$ cat config.mk
export PLATFORM = sky130hd
export DESIGN_NAME = mbp_pin_function
export DESIGN_NICKNAME = d
export VERILOG_FILES = /design/src/rtl/mbp_pkg.sv /design/src/rtl/mbp_pin_function.sv
export VERILOG_INCLUDE_DIRS = /design/src /design/src/rtl
export SDC_FILE = /design/constraint.sdc
export NUM_CORES = 1
export LEC_CHECK = 0
export BUFFER_PORTS_ARGS = -buffer_cell sky130_fd_sc_hd__buf_2
export CAP_MARGIN = 20
export CORE_UTILIZATION = 42
export CTS_BUF_LIST = sky130_fd_sc_hd__clkbuf_4 sky130_fd_sc_hd__clkbuf_8
export DETAILED_ROUTE_END_ITERATION = 10
export PLACE_DENSITY = 0.73
export SLEW_MARGIN = 5
export SYNTH_ARGS = -nofsm -noshare
export SYNTH_HDL_FRONTEND = slang
export SYNTH_SLANG_ARGS = --single-unit
$ cat constraint.sdc
create_clock -name ref_clk -period 1.8 [get_ports ref_clk]
set_clock_uncertainty 0.05 [all_clocks]
set_input_delay 0.09 -clock ref_clk [delete_from_list [all_inputs] [get_ports ref_clk]]
set_output_delay 0.09 -clock ref_clk [all_outputs]
set_load 0.03 [all_outputs]
$ cat src/rtl/mbp_defines.svh
// Purpose: Constants of the memory-bus pin-function block.
// Assumes: Included by its bare name from the package and the design file.
// Notes: Active-low strobes idle at 1; masks idle at 1 (lane masked).
`ifndef MBP_DEFINES_SVH
`define MBP_DEFINES_SVH

// =====================================================================
// Configuration codes
// DRAM-type code that moves the area 2 row strobe onto the endian pin
`define MBP_DRAM_TYPE_SELECT_AREA2_DRAM 3'b101
// Area numbers with card-interface option, and the area that can take the second DRAM row strobe
`define MBP_AREA_CARD_A 3'h5
`define MBP_AREA_CARD_B 3'h6
`define MBP_AREA_DRAM2 3'h2

// =====================================================================
// Reset values
`define MBP_RST_CS 7'h7f
`define MBP_RST_STROBE 1'b1
`define MBP_RST_MASK 4'hf
`define MBP_RST_WIDTH 2'h0
`define MBP_RST_ENDIAN 1'b0

// =====================================================================
// Timing: cycles after reset release before pin straps are taken
// (two synchroniser stages must first fill)
`define MBP_STRAP_DELAY 2'h2

// =====================================================================
// Field positions on the data pins
`define MBP_PORT_LSB 16
`define MBP_PORT_MSB 23
`define MBP_TOP_LSB 24
`define MBP_TOP_MSB 31

`endif

$ cat src/rtl/mbp_pkg.sv
// Purpose: Types of the memory-bus pin-function block.
// Assumes: Shared constants live in mbp_defines.svh.
// Notes: Memory type is supplied per access by the bus state logic.
`include "mbp_defines.svh"

package mbp_pkg;

	// Memory interface kind of the access in progress
	typedef enum logic [2:0]
	{
		MEM_NORMAL = 3'b000,
		MEM_DRAM = 3'b001,
		MEM_SDRAM = 3'b010,
		MEM_PSRAM = 3'b011,
		MEM_CARD = 3'b100
	} mbp_mem_type;

	// Ownership of the external bus
	typedef enum logic
	{
		BUS_OWNED = 1'b0,
		BUS_RELEASED = 1'b1
	} mbp_bus_state_type;

endpackage

$ cat src/rtl/mbp_pin_function.sv
// Purpose: Maps internal access phases onto the shared memory-bus pins.
// Assumes: Access phase inputs come from bus state logic on ref_clk.
// Notes: Every pin output is registered, so pins lag the phases by one cycle.
`include "mbp_defines.svh"

module mbp_pin_function
(
	input wire logic ref_clk,
	input wire logic sys_rst,
	// Configuration bits
	input wire logic portFunctionEnable,
	input wire logic [7:0] sharedPortDir,
	input wire logic [7:0] sharedPortOut,
	input wire logic area5CardEnable,
	input wire logic area6CardEnable,
	input wire logic [2:0] dramTypeSelect,
	// Access phases from bus state logic
	input wire logic accActive,
	input wire logic accBeat,
	input wire logic [2:0] accArea,
	input wire mbp_pkg::mbp_mem_type accMemType,
	input wire logic accWrite,
	input wire logic [3:0] accLaneEn,
	input wire logic accRowPhase,
	input wire logic accColPhase,
	input wire logic accStrobePhase,
	input wire logic accIoCycle,
	input wire logic psramRefresh,
	input wire logic sdramClockEnable,
	input wire logic [31:0] accWriteData,
	input wire logic accDataDrive,
	// Pins
	output logic busCycleStartN,
	output logic [6:0] areaChipSelectsN,
	output logic readWriteN,
	output logic rowStrobeN,
	output logic colStrobeLane0N,
	output logic colStrobeLane1N,
	output logic colStrobeLane2N,
	output logic colStrobeLane3N,
	output logic lane0MaskOrWriteN,
	output logic lane1MaskOrWriteN,
	output logic lane2MaskOrWriteN,
	output logic lane3MaskOrWriteN,
	output logic readStrobeN,
	output logic clockEnable,
	output logic busReleaseAckN,
	input wire logic waitN,
	input wire logic cardIo16BitN,
	input wire logic busReleaseRequestN,
	input wire logic [31:0] dataPinIn,
	output logic [31:0] dataPinOut,
	output logic [31:0] dataPinOe,
	input wire logic widthMode0In,
	output logic cardAEnableHighN,
	output logic widthMode0Oe,
	input wire logic widthMode1In,
	output logic cardBEnableHighN,
	output logic widthMode1Oe,
	input wire logic endianModeIn,
	output logic area2RowStrobeN,
	output logic endianModeOe,
	// Status toward the bus state logic
	output logic waitRequest,
	output logic cardIo16Bit,
	output logic busReleased,
	output logic [1:0] area0Width,
	output logic littleEndian,
	output logic [31:0] readData,
	output logic [7:0] sharedPortIn
);
	import mbp_pkg::*;

	// =================================================================
	// Input synchronisers
	logic [35:0] pinMeta_q;
	logic [35:0] pinSync_q;
	logic waitSync;
	logic io16Sync;
	logic breqSync;
	logic [31:0] dataSync;

	// Two stages on every pin input; first stage feeds only the second
	always_ff @(posedge ref_clk)
	begin
		pinMeta_q <= {waitN, cardIo16BitN, busReleaseRequestN, endianModeIn, dataPinIn};
		pinSync_q <= pinMeta_q;
	end

	assign waitSync = ~pinSync_q[35];
	assign io16Sync = ~pinSync_q[34];
	assign breqSync = ~pinSync_q[33];
	assign dataSync = pinSync_q[31:0];

	logic [1:0] modeMeta_q;
	logic [1:0] modeSync_q;

	// Width-mode straps synchronised like any other pin
	always_ff @(posedge ref_clk)
	begin
		modeMeta_q <= {widthMode1In, widthMode0In};
		modeSync_q <= modeMeta_q;
	end

	// =================================================================
	// Strap capture after reset release
	logic [1:0] strapCnt_q;
	logic strapDone_q;
	logic littleEndian_q;
	logic [1:0] area0Width_q;

	// Straps are taken once the synchronisers hold post-reset levels
	// Strap capture
	always_ff @(posedge ref_clk)
	begin
		if (sys_rst)
		begin
			strapCnt_q <= 2'h0;
			strapDone_q <= 1'b0;
			littleEndian_q <= `MBP_RST_ENDIAN;
			area0Width_q <= `MBP_RST_WIDTH;
		end
		else if (!strapDone_q)
		begin
			if (strapCnt_q == `MBP_STRAP_DELAY)
			begin
				strapDone_q <= 1'b1;
				littleEndian_q <= pinSync_q[32];
				area0Width_q <= modeSync_q;
			end
			else
			begin
				strapCnt_q <= strapCnt_q + 2'h1;
			end
		end
	end

	// =================================================================
	// Bus release handshake
	mbp_bus_state_type busState_q;

	// Grant only between accesses so no cycle is cut short
	// Release handshake
	always_ff @(posedge ref_clk)
	begin
		if (sys_rst)
		begin
			busState_q <= BUS_OWNED;
		end
		else
		begin
			case (busState_q)
				BUS_OWNED:
				begin
					if (breqSync && !accActive)
					begin
						busState_q <= BUS_RELEASED;
					end
				end
				BUS_RELEASED:
				begin
					if (!breqSync)
					begin
						busState_q <= BUS_OWNED;
					end
				end
				default:
				begin
					busState_q <= BUS_OWNED;
				end
			endcase
		end
	end

	// =================================================================
	// Per-access decode
	logic run;
	logic isDram;
	logic isSdram;
	logic isPsram;
	logic isCard;
	logic area2Split;
	logic onArea2;
	logic [6:0] csD;
	logic [3:0] colD;
	logic [3:0] laneD;
	logic rowD;
	logic row2D;
	logic ce2aD;
	logic ce2bD;

	assign run = accActive && (busState_q == BUS_OWNED);
	assign isDram = accMemType == MEM_DRAM;
	assign isSdram = accMemType == MEM_SDRAM;
	assign isPsram = accMemType == MEM_PSRAM;
	assign isCard = accMemType == MEM_CARD;
	assign area2Split = dramTypeSelect == `MBP_DRAM_TYPE_SELECT_AREA2_DRAM;
	assign onArea2 = accArea == `MBP_AREA_DRAM2;

	// Strobe and select next values; all active low
	always_comb
	begin
		csD = `MBP_RST_CS;
		colD = 4'hf;
		laneD = `MBP_RST_MASK;
		rowD = 1'b1;
		row2D = 1'b1;
		ce2aD = 1'b1;
		ce2bD = 1'b1;
		if (run)
		begin
			// Card enable-1 on the select, enable-2 on high byte
			if (accArea <= 3'h6 && (!isCard || accLaneEn[0]))
			begin
				csD[accArea] = 1'b0;
			end
			ce2aD = !(isCard && accArea == `MBP_AREA_CARD_A && accLaneEn[1]);
			ce2bD = !(isCard && accArea == `MBP_AREA_CARD_B && accLaneEn[1]);
			// RAS, CE, or area 2 RAS on the endian pin
			if (isPsram)
			begin
				rowD = 1'b0;
			end
			else if ((isDram || isSdram) && accRowPhase)
			begin
				if (area2Split && onArea2)
				begin
					row2D = 1'b0;
				end
				else
				begin
					rowD = 1'b0;
				end
			end
			if (isSdram)
			begin
				colD[0] = !accColPhase;
			end
			else if (isPsram)
			begin
				colD[0] = !(accStrobePhase && !accWrite);
			end
			else if (isDram && accColPhase)
			begin
				if (area2Split && onArea2)
				begin
					colD[2] = !accLaneEn[0];
					colD[3] = !accLaneEn[1];
				end
				else
				begin
					colD = ~accLaneEn;
				end
			end
			if (isSdram)
			begin
				laneD = ~accLaneEn;
			end
			else if (isCard)
			begin
				laneD[1] = !(accStrobePhase && accWrite && !accIoCycle);
				laneD[2] = !(accStrobePhase && !accWrite && accIoCycle);
				laneD[3] = !(accStrobePhase && accWrite && accIoCycle);
			end
			else if (accStrobePhase && accWrite)
			begin
				laneD = ~accLaneEn;
			end
		end
		// Refresh of pseudo-SRAM uses the output-enable pin with no access
		if (psramRefresh)
		begin
			colD[0] = 1'b0;
		end
	end

	// =================================================================
	// Strobe registers
	always_ff @(posedge ref_clk)
	begin
		if (sys_rst)
		begin
			areaChipSelectsN <= `MBP_RST_CS;
			busCycleStartN <= `MBP_RST_STROBE;
			readWriteN <= `MBP_RST_STROBE;
			readStrobeN <= `MBP_RST_STROBE;
			rowStrobeN <= `MBP_RST_STROBE;
			area2RowStrobeN <= `MBP_RST_STROBE;
			{colStrobeLane3N, colStrobeLane2N, colStrobeLane1N, colStrobeLane0N} <= 4'hf;
			{lane3MaskOrWriteN, lane2MaskOrWriteN, lane1MaskOrWriteN, lane0MaskOrWriteN}
				<= `MBP_RST_MASK;
			cardAEnableHighN <= `MBP_RST_STROBE;
			cardBEnableHighN <= `MBP_RST_STROBE;
			clockEnable <= 1'b0;
		end
		else
		begin
			areaChipSelectsN <= csD;
			// Beat pulse per cycle start and burst data cycle
			busCycleStartN <= !(run && accBeat);
			readWriteN <= !(run && accWrite);
			// Read strobe
			// Card I/O reads use their own strobe; card memory reads still use this one
			readStrobeN <= !(run && !accWrite && accStrobePhase && !(isCard && accIoCycle));
			rowStrobeN <= rowD;
			area2RowStrobeN <= row2D;
			{colStrobeLane3N, colStrobeLane2N, colStrobeLane1N, colStrobeLane0N} <= colD;
			{lane3MaskOrWriteN, lane2MaskOrWriteN, lane1MaskOrWriteN, lane0MaskOrWriteN}
				<= laneD;
			cardAEnableHighN <= ce2aD;
			cardBEnableHighN <= ce2bD;
			clockEnable <= sdramClockEnable;
		end
	end

	// =================================================================
	// Dual-purpose pin directions
	always_ff @(posedge ref_clk)
	begin
		if (sys_rst)
		begin
			widthMode0Oe <= 1'b0;
			widthMode1Oe <= 1'b0;
			endianModeOe <= 1'b0;
		end
		else
		begin
			// Card-enable-2 outputs only with card mode set
			widthMode0Oe <= area5CardEnable;
			widthMode1Oe <= area6CardEnable;
			// Endian pin turns output only for code 101
			endianModeOe <= area2Split;
		end
	end

	// =================================================================
	// Data pins and shared port
	logic [31:0] oeD;
	logic [31:0] outD;

	// Port bits keep their own direction even while memory cycles run
	always_comb
	begin
		outD = accWriteData;
		oeD = {32{run && accWrite && accDataDrive}};
		if (portFunctionEnable)
		begin
			outD[`MBP_PORT_MSB:`MBP_PORT_LSB] = sharedPortOut;
			oeD[`MBP_PORT_MSB:`MBP_PORT_LSB] = sharedPortDir;
			outD[`MBP_TOP_MSB:`MBP_TOP_LSB] = 8'h00;
			oeD[`MBP_TOP_MSB:`MBP_TOP_LSB] = 8'h00;
		end
	end

	always_ff @(posedge ref_clk)
	begin
		if (sys_rst)
		begin
			dataPinOut <= 32'h0000_0000;
			dataPinOe <= 32'h0000_0000;
			readData <= 32'h0000_0000;
			sharedPortIn <= 8'h00;
		end
		else
		begin
			dataPinOut <= outD;
			dataPinOe <= oeD;
			readData <= portFunctionEnable ? {16'h0000, dataSync[15:0]} : dataSync;
			sharedPortIn <= dataSync[`MBP_PORT_MSB:`MBP_PORT_LSB];
		end
	end

	// =================================================================
	// Status toward the bus state logic
	always_ff @(posedge ref_clk)
	begin
		if (sys_rst)
		begin
			waitRequest <= 1'b0;
			cardIo16Bit <= 1'b0;
			busReleased <= 1'b0;
			busReleaseAckN <= 1'b1;
		end
		else
		begin
			// Wait request as a synchronous level
			waitRequest <= waitSync;
			cardIo16Bit <= io16Sync && littleEndian_q;
			busReleased <= busState_q == BUS_RELEASED;
			busReleaseAckN <= busState_q != BUS_RELEASED;
		end
	end

	assign area0Width = area0Width_q;
	assign littleEndian = littleEndian_q;

endmodule

==> metrics <==
maximum clock frequency 629 MHz; TritonCTS Buffers 17; share of synthesized area occupied by flip-flops and latches 73.8%; CP arrival 1.87 ns; cell depth of the worst hold path 3; status completed; area growth from synthesis to layout 51.7%; kind of launch point of the worst setup path register; buffer cell driving the clock tree root clkbuf_8; maximum fanout encountered on the critical timing path 7; CTS tree built; LEAKAGE 3.87 nW; final std cells w/o fill 942; number of synthesis warnings 0; Period minus WS final 1.59 ns; peak supply drop 0.000824 V; EDFF count, synth 0; Final Hold Vio Count 0; number of DRC violations after detailed routing 0; required time reported for the critical path endpoint 2.08 ns; Sink Count 195; final global-route overflow total 0; power density normalized to cell area 1030 nW/um2; fraction of post-synthesis cell area in the top cell type by area 73.8%; total die area 13100 um2; overall die width 114 um; filler instances 908; met1 wire length 4930 um; placeable core area 12200 um2; vias in the first global route 4134; count of state elements after synthesis 195; Detailed Route Iter0 Violations 144; antenna violations before repair 0; final-stage net count 876; clock slew at the register clock pins of the worst setup and hold paths 0.09 ns; first-pass GRT wire length 19700 um; router iterations before antenna repair 4; CP Class register to register; cells after synthesis 415; count of vias placed by the detailed router 4118; number of antenna-violating nets in the routed design 0; most common flop cell mapped by yosys dfxtp_1; cell chain of the critical path nor3b_2 -> nand2_1 -> dlygate4sd3_1; Initial Util 43.5%; path depth of the worst reg2reg path 3; endpoint kind of the worst setup timing path register; uppermost signal routing layer after detailed routing met4; cell type with the highest aggregate area in the netlist dfxtp_1; io pins 251; Routed WL 13100 um; share of layout cells above drive strength 1 37.6%; most instantiated library cell after synthesis dfxtp_1; type of the most critical hold path input pin to register; drt via density 4.37; final worst-path cycle share 88.3%; synthesized area 5290 um2; worst rel slew slack 62.1%; setup repair after global routing missed its margin no; Finish-stage setup viols 0; placed cell count 799; top cells by instance count after synthesis dfxtp_1 (195), nor2b_1 (58), buf_4 (23); delay of the slowest critical-path stage 0.56 ns; total number of H-tree levels 4; Clock Tree Buf Depth 2; met2 wire len 6720 um; max-cap violations 0; buffers inserted during post-CTS setup optimization 0; Avg Inst Size Synth 12.8 um2; Synth async-reset ratio 0%; die height 114 um; clock latency reported for the late side of the worst-skew pair 0.45 ns; total global-route track usage 20.1%; main area contributors after synthesis dfxtp_1 (74%), nor2b_1 (6.9%), buf_4 (3.3%); total negative slack 0 ns; worst setup margin 0.210 ns; pre-CTS setup slack 0.321 ns; Antenna Diode Count 0; met3 wire length 1090 um; detailed placement HPWL 7930 um; Slowest cell on crit path dlygate4sd3_1; post-DR wirelength/cell 13.9 um; pin count of the biggest net entering global routing 54; row cnt 40; count of cell types in the netlist 38; slew of the pin with the lowest slew margin 0.567 ns; RD Place Congestion 0.815; syn nets 530; Non-Filler Cell Area, Final 8030 um2; standard cell area after detailed placement 6550 um2; Port-buffer cells 250; final slew viol count 0
==> cell usage in the layout, fill, tap and decap left out, types with 2 or more instances in the layout <==
master,synthesis,routed
clkbuf_8,0,20
clkinv_2,0,3
inv_1,6,6
or3b_1,3,3
dfxtp_1,195,195
nor3b_2,2,2
a2111oi_0,2,2
nor2b_1,58,58
a211oi_1,2,2
mux2i_1,12,12
and3_1,4,4
inv_6,0,5
clkinvlp_4,0,2
buf_4,23,4
and2_1,17,17
xnor2_1,2,2
a21oi_1,3,3
a21o_1,8,8
nand3_1,5,5
nand2_1,13,13
nor3_1,3,3
dlygate4sd3_1,0,111
nor3b_1,2,2
o21ai_0,5,5
nor2_1,20,20
buf_2,6,250
==> cells by family after synthesis <==
kind of cell    synth area share (%)
simple gates                    14.9
mux                             2.27
flops                           73.8
xor+xnor                       0.331
compound gates                  3.57
buf+inv                         4.89
fa+ha+maj                      0.236
==> state kept, by name (all words and copies together) (netlist names), 2 cells and up <==
name,cells
sharedPortIn,8
modeMeta_q,2
areaChipSelectsN,7
modeSync_q,2
pinMeta_q,36
dataPinOe,10
dataPinOut,32
strapCnt_q,2
area0Width,2
readData,32
pinSync_q,36
==> area by class of cell <==
type / count / area [um2] / area share (%)
clock buffers: 20 / 275 / 3.43
multi-input cells: 176 / 1130 / 14.1
well taps: 168 / 210 / 2.62
repair buffers: 365 / 2390 / 29.8
flip-flops and latches: 195 / 3900 / 48.6
clock inverters: 12 / 93.8 / 1.17
inverters: 6 / 22.5 / 0.281
==> worst paths after layout <==
kind / to / from / slack [ns]
setup reg to reg: busCycleStartN$_SDFF_PP1_ / busState_q$_SDFF_PP0_ / 0.21
setup / recovery: busCycleStartN$_SDFF_PP1_ / busState_q$_SDFF_PP0_ / 0.21
hold / removal: readData[13]$_SDFF_PP0_ / sys_rst / 0.005
hold reg to reg: pinSync_q[19]$_DFF_P_ / pinMeta_q[19]$_DFF_P_ / 0.28
==> critical path: cells and delay by family (launching register included) <==
family / cells / cell delay [ns]
buffers and inverters: 1 / 0.56
DFF: 1 / 0.34
and+or+nand+nor: 2 / 0.53
==> timing repair <==
| item | in CTS | in global routing |
|---|---|---|
| resized for setup | 0 | 0 |
| hold buffers | 110 | 1 |
| setup endpoints to repair | 0 | 0 |
| endpoints found under the hold margin | 105 | 2 |
==> report_power, final <==
group | internal, W | total (W) | leakage [nW] | switching (W)
clock | 0.00109 | 0.00259 | 0.189 | 0.00150
sequential | 0.00455 | 0.00462 | 1.62 | 0.0000720
combinational | 0.000474 | 0.00104 | 2.06 | 0.000569
==> stage by stage <==
stage | total power [W] | utilization (%) | hold WS [ns]
detailed placement | 0.00556 | 53.8 | 0.144
global route | 0.00862 | 66.0 | 0.00654
floorplan | 0.00524 | - | 0.0677
finish | 0.00825 | 66.0 | 0.00456
global placement | 0.00552 | 53.8 | 0.143
CTS | 0.00830 | 65.9 | 0.00284
==> metal layers <==
metal / vias up / track usage [%]
li1: 1992 / -
met1: 1875 / 20.0
met2: 219 / 36.4
met3: 32 / 7.52
met4: 0 / 10.9
met5: - / 0
(Power assumes the default switching activity.)
